<file path="src/logic/pmev_cfg.svh">
// offsets, field positions, reset values and timing counts of the pm event block
`ifndef PMEV_CFG_SVH
`define PMEV_CFG_SVH

`define PMEV_OFS_STATUS 8'h00
`define PMEV_OFS_ENABLE 8'h02
`define PMEV_OFS_CONTROL 8'h04

`define PMEV_BIT_TIMER 0
`define PMEV_BIT_BUSMASTER 4
`define PMEV_BIT_GLOBAL 5
`define PMEV_BIT_BUTTON 8
`define PMEV_BIT_ALARM 10
`define PMEV_BIT_OVERRIDE 11
`define PMEV_BIT_RELEASE 2
`define PMEV_BIT_TRIGGER 13
`define PMEV_KIND_LSB 10
`define PMEV_KIND_MSB 12

`define PMEV_ENABLE_RESET 16'h0000
`define PMEV_CONTROL_RESET 16'h0000
`define PMEV_ENABLE_MASK 16'h0521
`define PMEV_CONTROL_MASK 16'h1C00
`define PMEV_STATUS_RESET 16'h0000
`define PMEV_STATUS_MASK 16'h0D31

`define PMEV_CLK_MHZ 125
`define PMEV_DEBOUNCE_MS 16
`define PMEV_OVERRIDE_MS 4000
`define PMEV_DEBOUNCE_CYC (`PMEV_DEBOUNCE_MS * 1000 * `PMEV_CLK_MHZ)
`define PMEV_OVERRIDE_CYC (`PMEV_OVERRIDE_MS * 1000 * `PMEV_CLK_MHZ)

`endif

</file>
<file path="src/logic/pmev_pkg.sv">
// types shared by the pm event block
package pmev_pkg;
	typedef enum logic [2:0] {
		PMEV_KIND_SOFT_OFF = 3'b000,
		PMEV_KIND_RAM = 3'b001,
		PMEV_KIND_CTX_LOST = 3'b010,
		PMEV_KIND_CPU_LOST = 3'b011,
		PMEV_KIND_POS = 3'b100,
		PMEV_KIND_WORKING = 3'b101,
		PMEV_KIND_RSVD6 = 3'b110,
		PMEV_KIND_RSVD7 = 3'b111
	} pmev_kind_e;
	typedef enum logic [1:0] {
		PMEV_BTN_IDLE = 2'b00,
		PMEV_BTN_DEBOUNCE = 2'b01,
		PMEV_BTN_HELD = 2'b10,
		PMEV_BTN_OVERRIDDEN = 2'b11
	} pmev_btn_e;
endpackage

</file>
<file path="src/logic/pmev_btn_if.sv">
// carrier between the button watcher and the register bank
`timescale 1ns/1ps
interface pmev_btn_if;
	logic press_pulse;
	logic override_pulse;
	logic pressed;
	modport watcher (output press_pulse, output override_pulse, output pressed);
	modport bank (input press_pulse, input override_pulse, input pressed);
endinterface

</file>
<file path="src/logic/pmev_bank.sv">
// Behaviour
// button flag sets after 16 ms low
// flags hardware-set, software writes one clear
// held over 4 s: override replaces press
// firmware release write sets global flag
// any bus request sets busmaster flag
// timer bit 23 toggle sets timer flag
// timer enable routes timer flag to CONTROL_METHOD_INTERRUPT
// alarm enable routes alarm flag to resume
// button enable routes button flag to interrupts
// button always produces resume event
// global enable routes global flag to CONTROL_METHOD_INTERRUPT
// suspend trigger reads back zero
// trigger write starts selected suspend sequence
// kind field bits 12:10, 000 soft-off
// 100 pos, 101 working, 110/111 reserved
// override forces soft-off entry
// interrupt outputs are levels until cleared
`timescale 1ns/1ps
`include "pmev_cfg.svh"
module pmev_bank import pmev_pkg::*; #(
	parameter int unsigned DEBOUNCE_CYC = `PMEV_DEBOUNCE_CYC,
	parameter int unsigned OVERRIDE_CYC = `PMEV_OVERRIDE_CYC,
	parameter int unsigned NUM_REQ = 4
) (
	input wire logic clk_sys_in,
	input wire logic rst_b_in,
	input wire logic [7:0] io_addr_in,
	input wire logic io_wr_in,
	input wire logic io_rd_in,
	input wire logic [15:0] io_wdata_in,
	output logic [15:0] io_rdata_out,
	input wire logic button_in_n,
	input wire logic [NUM_REQ-1:0] pci_request_inputs_in,
	input wire logic pcpci_hold_request_n_in,
	input wire logic timer_msb_in,
	input wire logic alarm_in,
	output logic control_method_interrupt_out,
	output logic system_mgmt_interrupt_n_out,
	output logic resume_event_out,
	output logic suspend_start_out,
	output logic [2:0] suspend_kind_out,
	output logic suspend_kind_valid_out
);
	initial begin
		if (NUM_REQ < 1 || NUM_REQ > 16)
			$error("pmev_bank: NUM_REQ out of range");
	end

	pmev_btn_if btn();
	logic [15:0] status;
	logic [15:0] enable;
	logic [15:0] control;
	// pci requests, hold, timer msb, alarm: NUM_REQ + 3 sampled pins
	logic [NUM_REQ+2:0] req_s1;
	logic [NUM_REQ+2:0] req_s2;
	logic [15:0] next_status;
	logic [15:0] set_bits;
	logic [15:0] clr_bits;
	logic wr_status;
	logic wr_enable;
	logic wr_control;
	logic rd_any;

	pmev_button #(
		.DEBOUNCE_CYC(DEBOUNCE_CYC),
		.OVERRIDE_CYC(OVERRIDE_CYC)
	) i_pmev_button (
		.clk_sys_in(clk_sys_in),
		.rst_b_in(rst_b_in),
		.button_in_n(button_in_n),
		.btn(btn.watcher)
	);

	// decode used by the write strobes; the read path decodes with its own case
	function automatic logic hit(input logic [7:0] a, input logic [7:0] ofs);
		hit = (a == ofs);
	endfunction

	assign wr_status = io_wr_in && hit(io_addr_in, `PMEV_OFS_STATUS);
	assign wr_enable = io_wr_in && hit(io_addr_in, `PMEV_OFS_ENABLE);
	assign wr_control = io_wr_in && hit(io_addr_in, `PMEV_OFS_CONTROL);
	assign rd_any = io_rd_in;

	// --------------------------------------------------------------
	// event inputs: all from pins, so two flops each
	// --------------------------------------------------------------
	always_ff @(posedge clk_sys_in) begin
		if (!rst_b_in) begin
			req_s1 <= '0;
			req_s2 <= '0;
		end else begin
			req_s1 <= {alarm_in, timer_msb_in, ~pcpci_hold_request_n_in, pci_request_inputs_in};
			req_s2 <= req_s1;
		end
	end

	logic timer_last;
	logic alarm_last;
	always_ff @(posedge clk_sys_in) begin
		if (!rst_b_in) begin
			timer_last <= 1'b0;
			alarm_last <= 1'b0;
		end else begin
			timer_last <= req_s2[NUM_REQ+1];
			alarm_last <= req_s2[NUM_REQ+2];
		end
	end

	// flag sources; set is applied after clear so a coincident event wins
	always_comb begin
		set_bits = 16'h0000;
		set_bits[`PMEV_BIT_TIMER] = req_s2[NUM_REQ+1] ^ timer_last;
		set_bits[`PMEV_BIT_BUSMASTER] = |req_s2[NUM_REQ:0];
		set_bits[`PMEV_BIT_GLOBAL] = wr_control && io_wdata_in[`PMEV_BIT_RELEASE];
		set_bits[`PMEV_BIT_BUTTON] = btn.press_pulse;
		set_bits[`PMEV_BIT_OVERRIDE] = btn.override_pulse;
		set_bits[`PMEV_BIT_ALARM] = req_s2[NUM_REQ+2] & ~alarm_last;
		clr_bits = wr_status ? io_wdata_in : 16'h0000;
		if (btn.override_pulse)
			clr_bits[`PMEV_BIT_BUTTON] = 1'b1;
		next_status = ((status & ~clr_bits) | set_bits) & `PMEV_STATUS_MASK;
	end

	// --------------------------------------------------------------
	// registers
	// --------------------------------------------------------------
	always_ff @(posedge clk_sys_in) begin
		if (!rst_b_in)
			status <= `PMEV_STATUS_RESET;
		else
			status <= next_status;
	end

	always_ff @(posedge clk_sys_in) begin
		if (!rst_b_in)
			enable <= `PMEV_ENABLE_RESET;
		else if (wr_enable)
			enable <= io_wdata_in & `PMEV_ENABLE_MASK;
	end

	// trigger bit is never stored, only the kind field
	always_ff @(posedge clk_sys_in) begin
		if (!rst_b_in)
			control <= `PMEV_CONTROL_RESET;
		else if (wr_control)
			control <= io_wdata_in & `PMEV_CONTROL_MASK;
	end

	// read data registered; trigger reads as zero
	always_ff @(posedge clk_sys_in) begin
		if (!rst_b_in) begin
			io_rdata_out <= 16'h0000;
		end else if (rd_any) begin
			case (io_addr_in)
				`PMEV_OFS_STATUS: io_rdata_out <= status;
				`PMEV_OFS_ENABLE: io_rdata_out <= enable;
				`PMEV_OFS_CONTROL: io_rdata_out <= control;
				default: io_rdata_out <= 16'h0000;
			endcase
		end
	end

	// --------------------------------------------------------------
	// interrupt routing held as levels; resume is a one-cycle pulse
	// --------------------------------------------------------------
	logic sci_next;
	logic smi_next;
	assign sci_next = (status[`PMEV_BIT_TIMER] & enable[`PMEV_BIT_TIMER])
		| (status[`PMEV_BIT_GLOBAL] & enable[`PMEV_BIT_GLOBAL])
		| (status[`PMEV_BIT_BUTTON] & enable[`PMEV_BIT_BUTTON]);
	assign smi_next = status[`PMEV_BIT_BUTTON] & enable[`PMEV_BIT_BUTTON];

	always_ff @(posedge clk_sys_in) begin
		if (!rst_b_in) begin
			control_method_interrupt_out <= 1'b0;
			system_mgmt_interrupt_n_out <= 1'b1;
			resume_event_out <= 1'b0;
		end else begin
			control_method_interrupt_out <= sci_next;
			system_mgmt_interrupt_n_out <= ~smi_next;
			resume_event_out <= btn.press_pulse
				| (set_bits[`PMEV_BIT_ALARM] & enable[`PMEV_BIT_ALARM]);
		end
	end

	// suspend start: trigger write or override forcing soft-off
	always_ff @(posedge clk_sys_in) begin
		if (!rst_b_in) begin
			suspend_start_out <= 1'b0;
			suspend_kind_out <= PMEV_KIND_SOFT_OFF;
			suspend_kind_valid_out <= 1'b1;
		end else begin
			suspend_start_out <= btn.override_pulse
				| (wr_control & io_wdata_in[`PMEV_BIT_TRIGGER]);
			if (btn.override_pulse) begin
				suspend_kind_out <= PMEV_KIND_SOFT_OFF;
				suspend_kind_valid_out <= 1'b1;
			end else if (wr_control && io_wdata_in[`PMEV_BIT_TRIGGER]) begin
				suspend_kind_out <= io_wdata_in[`PMEV_KIND_MSB:`PMEV_KIND_LSB];
				// reserved kinds flagged so the sequencer can ignore them
				suspend_kind_valid_out <= (io_wdata_in[`PMEV_KIND_MSB:`PMEV_KIND_LSB]
					!= PMEV_KIND_RSVD6) && (io_wdata_in[`PMEV_KIND_MSB:`PMEV_KIND_LSB]
					!= PMEV_KIND_RSVD7);
			end
		end
	end

	// --------------------------------------------------------------
	// assertions
	// --------------------------------------------------------------
	a_w1c_clear: assert property (@(posedge clk_sys_in) disable iff (!rst_b_in)
		(wr_status && io_wdata_in[`PMEV_BIT_GLOBAL] && !set_bits[`PMEV_BIT_GLOBAL])
		|=> !status[`PMEV_BIT_GLOBAL])
		else $error("global flag not cleared by write one");
	a_zero_write_keeps: assert property (@(posedge clk_sys_in) disable iff (!rst_b_in)
		(wr_status && !io_wdata_in[`PMEV_BIT_BUSMASTER] && status[`PMEV_BIT_BUSMASTER])
		|=> status[`PMEV_BIT_BUSMASTER])
		else $error("busmaster flag lost on zero write");
	a_override_swap: assert property (@(posedge clk_sys_in) disable iff (!rst_b_in)
		btn.override_pulse |=> status[`PMEV_BIT_OVERRIDE] && !status[`PMEV_BIT_BUTTON])
		else $error("override did not replace press");
	a_override_low: assert property (@(posedge clk_sys_in) disable iff (!rst_b_in)
		btn.override_pulse |-> $past(btn.pressed))
		else $error("override without low button");
	a_release_global: assert property (@(posedge clk_sys_in) disable iff (!rst_b_in)
		(wr_control && io_wdata_in[`PMEV_BIT_RELEASE]) |=> status[`PMEV_BIT_GLOBAL])
		else $error("release write missed");
	a_busreq_flag: assert property (@(posedge clk_sys_in) disable iff (!rst_b_in)
		(|req_s2[NUM_REQ:0]) |=> status[`PMEV_BIT_BUSMASTER])
		else $error("bus request missed");
	a_timer_toggle: assert property (@(posedge clk_sys_in) disable iff (!rst_b_in)
		(req_s2[NUM_REQ+1] != timer_last) |=> status[`PMEV_BIT_TIMER])
		else $error("timer toggle missed");
	a_sci_level: assert property (@(posedge clk_sys_in) disable iff (!rst_b_in)
		(status[`PMEV_BIT_TIMER] && enable[`PMEV_BIT_TIMER]) |=> control_method_interrupt_out)
		else $error("timer sci missing");
	a_sci_quiet: assert property (@(posedge clk_sys_in) disable iff (!rst_b_in)
		(enable == 16'h0000) |=> !control_method_interrupt_out)
		else $error("sci with all disabled");
	a_trigger_reads_zero: assert property (@(posedge clk_sys_in) disable iff (!rst_b_in)
		!io_rdata_out[`PMEV_BIT_TRIGGER])
		else $error("trigger read back as one");
	a_suspend_start: assert property (@(posedge clk_sys_in) disable iff (!rst_b_in)
		(wr_control && io_wdata_in[`PMEV_BIT_TRIGGER]) |=> suspend_start_out)
		else $error("suspend not started");
	a_resume_button: assert property (@(posedge clk_sys_in) disable iff (!rst_b_in)
		btn.press_pulse |=> resume_event_out)
		else $error("button resume missing");

	c_press: cover property (@(posedge clk_sys_in) disable iff (!rst_b_in) btn.press_pulse);
	c_override: cover property (@(posedge clk_sys_in) disable iff (!rst_b_in) btn.override_pulse);
	c_suspend: cover property (@(posedge clk_sys_in) disable iff (!rst_b_in) suspend_start_out);
	c_sci: cover property (@(posedge clk_sys_in) disable iff (!rst_b_in)
		control_method_interrupt_out);
endmodule // pmev_bank

</file>
<file path="src/logic/pmev_button.sv">
// power button synchroniser, debounce and long-press detector
`timescale 1ns/1ps
`include "pmev_cfg.svh"
module pmev_button import pmev_pkg::*; #(
	parameter int unsigned DEBOUNCE_CYC = `PMEV_DEBOUNCE_CYC,
	parameter int unsigned OVERRIDE_CYC = `PMEV_OVERRIDE_CYC
) (
	input wire logic clk_sys_in,
	input wire logic rst_b_in,
	input wire logic button_in_n,
	pmev_btn_if.watcher btn
);
	initial begin
		if (DEBOUNCE_CYC < 2 || OVERRIDE_CYC <= DEBOUNCE_CYC)
			$error("pmev_button: bad count parameters");
	end

	logic sync_a;
	logic sync_b;
	logic [31:0] count;
	pmev_btn_e state;

	// two flops, the button is asynchronous
	always_ff @(posedge clk_sys_in) begin
		if (!rst_b_in) begin
			sync_a <= 1'b1;
			sync_b <= 1'b1;
		end else begin
			sync_a <= button_in_n;
			sync_b <= sync_a;
		end
	end

	// --------------------------------------------------------------
	// debounce then long-press: count restarts on any release
	// --------------------------------------------------------------
	always_ff @(posedge clk_sys_in) begin
		if (!rst_b_in) begin
			state <= PMEV_BTN_IDLE;
			count <= 32'h0000_0000;
			btn.press_pulse <= 1'b0;
			btn.override_pulse <= 1'b0;
		end else begin
			btn.press_pulse <= 1'b0;
			btn.override_pulse <= 1'b0;
			if (sync_b) begin
				state <= PMEV_BTN_IDLE;
				count <= 32'h0000_0000;
			end else begin
				count <= count + 32'h0000_0001;
				case (state)
					PMEV_BTN_IDLE: begin
						state <= PMEV_BTN_DEBOUNCE;
					end
					PMEV_BTN_DEBOUNCE: begin
						if (count >= DEBOUNCE_CYC - 1) begin
							state <= PMEV_BTN_HELD;
							btn.press_pulse <= 1'b1;
						end
					end
					PMEV_BTN_HELD: begin
						if (count >= OVERRIDE_CYC) begin
							state <= PMEV_BTN_OVERRIDDEN;
							btn.override_pulse <= 1'b1;
						end
					end
					default: begin
						count <= count;
					end
				endcase
			end
		end
	end

	assign btn.pressed = ~sync_b;

	a_press_needs_low: assert property (@(posedge clk_sys_in) disable iff (!rst_b_in)
		btn.press_pulse |-> $past(!sync_b))
		else $error("press pulse without low button");
endmodule // pmev_button

</file>
<file path="config.mk">
export PLATFORM = sky130hd
export DESIGN_NAME = pmev_bank
export DESIGN_NICKNAME = d
export VERILOG_FILES = /design/src/logic/pmev_pkg.sv /design/src/logic/pmev_btn_if.sv /design/src/logic/pmev_bank.sv /design/src/logic/pmev_button.sv
export VERILOG_INCLUDE_DIRS = /design/src /design/src/logic
export SDC_FILE = /design/constraint.sdc
export NUM_CORES = 1
export LEC_CHECK = 0
export ABC_AREA = 1
export BUFFER_PORTS_ARGS = -buffer_cell sky130_fd_sc_hd__buf_4
export CORE_MARGIN = 5
export CORE_UTILIZATION = 49
export CTS_BUF_LIST = sky130_fd_sc_hd__clkbuf_8 sky130_fd_sc_hd__clkbuf_16
export DETAILED_ROUTE_END_ITERATION = 12
export GPL_ROUTABILITY_DRIVEN = 1
export PLACE_DENSITY = 0.7
export SKIP_CTS_REPAIR_TIMING = 1
export SLEW_MARGIN = 30
export SYNTH_ARGS = -nofsm -noshare
export SYNTH_HDL_FRONTEND = slang
export SYNTH_SLANG_ARGS = --single-unit
</file>
<file path="constraint.sdc">
create_clock -name clk_sys_in -period 4.7 [get_ports clk_sys_in]
set_clock_uncertainty 0.2 [all_clocks]
set_input_delay 0.94 -clock clk_sys_in [delete_from_list [all_inputs] [get_ports clk_sys_in]]
set_output_delay 0.94 -clock clk_sys_in [all_outputs]
set_load 0.005 [all_outputs]
</file>
# After elaboration in Yosys (flattened, before gate mapping)
# Cells that the tools add are included.
[word_totals] reg_bits=91 inputBits=36 out_inout_bits=24 word_cells=75
[op_classes] add_sub_neg=1 order_cmp=2 eq_ne=8 n_mux=8 bitwise_logic=20 n_reduce_logical=16
[ops] cell="$pmux 13 s3" count=1
[ops] cell="$add 32x1->32 const B" count=1
[ops] cell="$ge 32x21->1 const B" count=1
[ops] cell="$ge 32x29->1 const B" count=1
[ops] cell="$and 12x12->12" count=1
[ops] cell="$mux 12" count=1
[ops] cell="$not 12->12" count=1
[ops] cell="$or 12x12->12" count=1
[ops] cell="$reduce_or 3->1" count=3
[ops] cell="$eq 8x2->1 const B" count=1
[ops] cell="$eq 8x3->1 const B" count=1
[ops] cell="$logic_not 8->1" count=1
[ops] cell="$and 1x1->1" count=6
[ops] cell="$logic_and 1x1->1" count=6
[ops] cell="$ne 3x3->1 const B" count=2
[ops] cell="$not 1->1" count=6
[ops] cell="$pmux 2 s3" count=1
[ops] cell="$reduce_or 5->1" count=1
[ops] cell="$mux 2" count=2
[ops] cell="$ne 2x1->1 const B" count=2
[ops] cell="$or 1x1->1" count=4
[ops] cell="$reduce_or 2->1" count=2
[ops] cell="$mux 1" count=3
[ops] cell="$reduce_and 3->1" count=1
[ops] cell="5 further kinds" count=5

# Depth between registers and ports, before layout
[depth] ltp_word=7 depth_mapped=13 mapped_depth_nobuf=13

# Modules after synthesis
# Synthesis repeated with hierarchy kept, for this count alone.
[unflattened] cells_unflattened=591 area_unflattened_um2=4030.1
[modules_own_cells] mod="pmev_button" instances=1 cells_per_inst=361 area_per_inst_um2=2290.9 seq_area_each_um2=760.7
[modules_own_cells] mod="pmev_bank" instances=1 cells_per_inst=230 area_per_inst_um2=1739.2 seq_area_each_um2=880.8

# Worst setup path after synthesis
# Ideal clock, no wire load.
[synth_path] kind="input to register" start="in io_addr_in[5]" end="reg suspend_kind_valid_out" setup_time_ns=0.130 t_arrival_ns=1.820 required_time_ns=4.370 path_slack_ns=2.550 path_stages=6 n_path_buf=0 cell_sequence="nor2_1 nand4_1 nor2_2 nand3_1 o22ai_1 o211ai_1"
[synth_between] elab_chain_cells=3
[synth_rtl] item="start: declaration" line="pmev_bank.sv:28" source="input wire logic [7:0] io_addr_in,"
[synth_rtl] item="$eq 8x3->1" line="pmev_bank.sv:77" source="hit = (a == ofs);"
[synth_rtl] item="$logic_and 1x1->1" line="pmev_bank.sv:82" source="assign wr_control = io_wr_in && hit(io_addr_in, `PMEV_OFS_CONTROL);"
[synth_rtl] item="$logic_and 1x1->1" line="pmev_bank.sv:199" source="end else if (wr_control && io_wdata_in[`PMEV_BIT_TRIGGER]) begin"
[synth_rtl] item="end signal: assignment" line="pmev_bank.sv:202" source="suspend_kind_valid_out <= (io_wdata_in[`PMEV_KIND_MSB:`PMEV_KIND_LSB]"
[synth_rtl] item="end: declaration" line="pmev_bank.sv:43" source="output logic suspend_kind_valid_out"
# No other way between the ends.
# A chain may end at the register's enable or synchronous reset.

# Worst setup path in the final report
[layout_path] start="in rst_b_in" end="reg i_pmev_button.count[8]"
[layout_between] elab_chain_cells=2
[layout_rtl] item="start: declaration" line="pmev_bank.sv:27" source="input wire logic rst_b_in,"
[layout_rtl] item="$not 1->1 (no source line)"
[layout_rtl] item="$reduce_or 2->1 (no source line)"
[layout_rtl] item="end signal: assignment" line="pmev_button.sv:50" source="count <= count + 32'h0000_0001;"
[layout_rtl] item="end signal: assignment" line="pmev_button.sv:68" source="count <= count;"
[layout_rtl] item="end: declaration" line="pmev_button.sv:20" source="logic [31:0] count;"
# No other way between the ends.

==> impl_metrics.env <==
export IMPL_status="completed"
export IMPL_setup_tns_ns=0
export IMPL_die_x_um=100.1
export IMPL_p_leak_nw=1.946
export IMPL_synth_area_leaders="dfxtp_1 (41%), nand2_1 (14%), inv_1 (7.0%)"
export IMPL_grt_usage_pct=18.43
export IMPL_finalCritPeriodShare_pct=49.50
export IMPL_yosysSeqAreaShare_pct=41.28
export IMPL_crit_fanout=26
export IMPL_dieArea_um2=10020
export IMPL_seqPwrFrac_pct=57.1
export IMPL_critPathRequiredTime_ns=4.72
export IMPL_cts_clk_slew_worst_paths_ns=0.09
export IMPL_die_y_um=100.1
export IMPL_drt_iter0_drc=168
export IMPL_synth_seq_cells=82
export IMPL_antenna_found_initial=0
export IMPL_setup_violations=0
export IMPL_initial_utilization_pct=50.93
export IMPL_final_common_cell="nand2_1"
export IMPL_syn_area_um2=3976
export IMPL_synth_top_cell_by_area="dfxtp_1"
export IMPL_worst_setup_path_end_kind="flop"
export IMPL_yosys_area_top_type_share_pct=41.28
export IMPL_finalWirelength_um=8937
export IMPL_criticalPathCategory="in -> reg"
export IMPL_hold_class="reg -> reg"
export IMPL_final_antenna_net_count=0
export IMPL_avgRoutedWirePerCell_um=12.33
export IMPL_p_sw_uw=309.9
export IMPL_insertion_delay_ns=0.36
export IMPL_worstMarginPinSlew_ns=0.6040
export IMPL_htreeDepth=3
export IMPL_drive_above_1_share_pct=13.96
export IMPL_yosysWarnings=0
export IMPL_final_nets=660
export IMPL_grt_ovfl_total=0
export IMPL_reg2reg_from="i_pmev_button.state[0]"
export IMPL_startpoint_type="input port"
export IMPL_area_growth_syn_to_layout_pct=14.00
export IMPL_crit_arrival_ns=2.35
export IMPL_maxCapViolations=0
export IMPL_avgViaCountPerCell=5.006
export IMPL_cts_buffers=9
export IMPL_drc_errors=0
export IMPL_synth_cell_types=41
export IMPL_post_dp_hpwl_um=6711
export IMPL_vias=3629
export IMPL_core_area_um2=7807
export IMPL_first_global_vias=3452
export IMPL_drtPass1Iterations=4
export IMPL_hold_viol_final=0
export IMPL_globalplace_congestion=0.8962
export IMPL_slew_viol_final=0
export IMPL_p_per_area_nw_per_um2=273.6
export IMPL_io_pins=60
export IMPL_clock_power_share_pct=38.5
export IMPL_min_delay_start="req_s1[1]"
export IMPL_grt_setup_unrepaired="no"
export IMPL_ir_drop_mv=0.1549
export IMPL_syn_avg_cell_area_um2=6.915
export IMPL_port_buffers=43
export IMPL_syn_inst=575
export IMPL_cp_startpoint="rst_b_in"
export IMPL_final_cell_mix="nand2_1 (152), dfxtp_1 (82), inv_1 (74)"
export IMPL_cts_root_buffer="clkbuf_8"
export IMPL_tritoncts="yes"
export IMPL_fmaxAchievable_mhz=429.8
export IMPL_p_int_uw=930.3
export IMPL_clock_path_buffers=2
export IMPL_rows=32
export IMPL_p_sw_share_pct=24.99
export IMPL_max_slew_margin_pct=59.73
export IMPL_cts_sinks=82
export IMPL_period_needed_ns=2.327
export IMPL_placedCellCount=709
export IMPL_antennaDiodeCount=0
export IMPL_instances_no_fill=725
export IMPL_grt_max_degree=27
export IMPL_grt_pass1_wl_um=15180
export IMPL_pwr_share_comb_pct=4.4
## Yosys cell counts (all sizes together)
| cell | number |
|---|---|
| o21ai | 20 |
| a21oi | 45 |
| nand3 | 35 |
| nor4 | 1 |
| a31oi | 2 |
| buf | 14 |
| nand2 | 155 |
| nor3 | 23 |
| and3 | 2 |
| or2 | 3 |
| clkbuf | 6 |
| conb | 1 |
| nor3b | 1 |
| ha | 6 |
| a211oi | 4 |
| nand4 | 7 |
| nand3b | 2 |
| clkinv | 2 |
| xor2 | 6 |
| o22ai | 1 |
| o211ai | 2 |
| xnor2 | 2 |
| inv | 78 |
| a22o | 1 |
| nor2 | 74 |
| dfxtp | 82 |
## flip-flops by register name (all words and copies together) (netlist names)
register / flops
system_mgmt_interrupt_n_out: 1
suspend_kind_valid_out: 1
enable: 4
i_pmev_button.btn.press_pulse: 1
i_pmev_button.state: 2
control: 3
resume_event_out: 1
req_s2: 7
i_pmev_button.sync_b: 1
control_method_interrupt_out: 1
alarm_last: 1
i_pmev_button.count: 32
suspend_kind_out: 3
status: 6
io_rdata_out: 7
timer_last: 1
suspend_start_out: 1
i_pmev_button.btn.override_pulse: 1
req_s1: 7
i_pmev_button.sync_a: 1
## routing by layer
layer / global-route usage [%] / part of all wire (%) / up-vias
li1: - / - / 1884
met5: 0 / 0 / -
met3: 3.753 / 6.0 / 18
met4: 6.943 / 1.9 / 0
met2: 30.53 / 46 / 92
met1: 23.68 / 46 / 1635
## path summary, 6_finish.rpt
check | endpoint | slack [ns] | depth (start not counted)
worst max-delay path | i_pmev_button.count[8] | 2.37 | 6
worst min-delay path | req_s2[1] | 0.22 | 2
worst max register to register | i_pmev_button.count[26] | 2.41 | 7
worst min register to register | req_s2[1] | 0.22 | 2
## stage by stage
stage	total power [mW]	area, µm²	setup WS (ns)	hold WS [ns]	util [%]
floorplan	0.7570	4006	2.550	0.1905	-
global placement	0.7774	4345	2.046	0.1942	55.66
detailed placement	0.7796	4345	2.013	0.2010	55.66
CTS	1.257	4533	2.393	0.2232	58.06
global route	1.299	4533	2.235	0.2384	58.06
finish	1.240	4533	2.373	0.2188	58.06
## cells by family (layout without fill, tap and decap cells)
family                   count (synthesis)  count (layout)  synth area share, %
flip-flops                              82              82                41.28
AND/OR/NAND/NOR                        303             303                34.39
AO/OA/AOI/OAI                           75              75                10.01
adder cells (fa/ha/maj)                  6               6                1.888
XOR/XNOR                                 8               8                1.762
other                                    1               9              0.09431
buffers and inverters                  100             140                10.57
## power by group through the flow
stage               Clock [mW]  Combinational, mW  Sequential, mW
CTS                      0.494             0.0546           0.709
floorplan                    0             0.0330           0.724
finish                   0.477             0.0544           0.709
detailed placement           0             0.0544           0.725
global placement             0             0.0527           0.725
global route             0.527             0.0618           0.710
## final cells by class
cell class / instances / area, µm²
Fill cell: 748 / 3274
Tap cell: 102 / 127.6
Inverter: 80 / 301.5
Clock buffer: 9 / 123.9
Multi-Input combinational cell: 401 / 1944
Sequential cell: 82 / 1642
Clock inverter: 7 / 63.81
Timing Repair Buffer: 44 / 330.3
## worst max-delay path, stage by stage
cell and delay, ns:
buf_4 0.18, inv_2 0.34, nor2_1 0.08, buf_4 0.23, inv_1 0.44, nor3_1 0.12
Power figures use the tool's default switching activity.
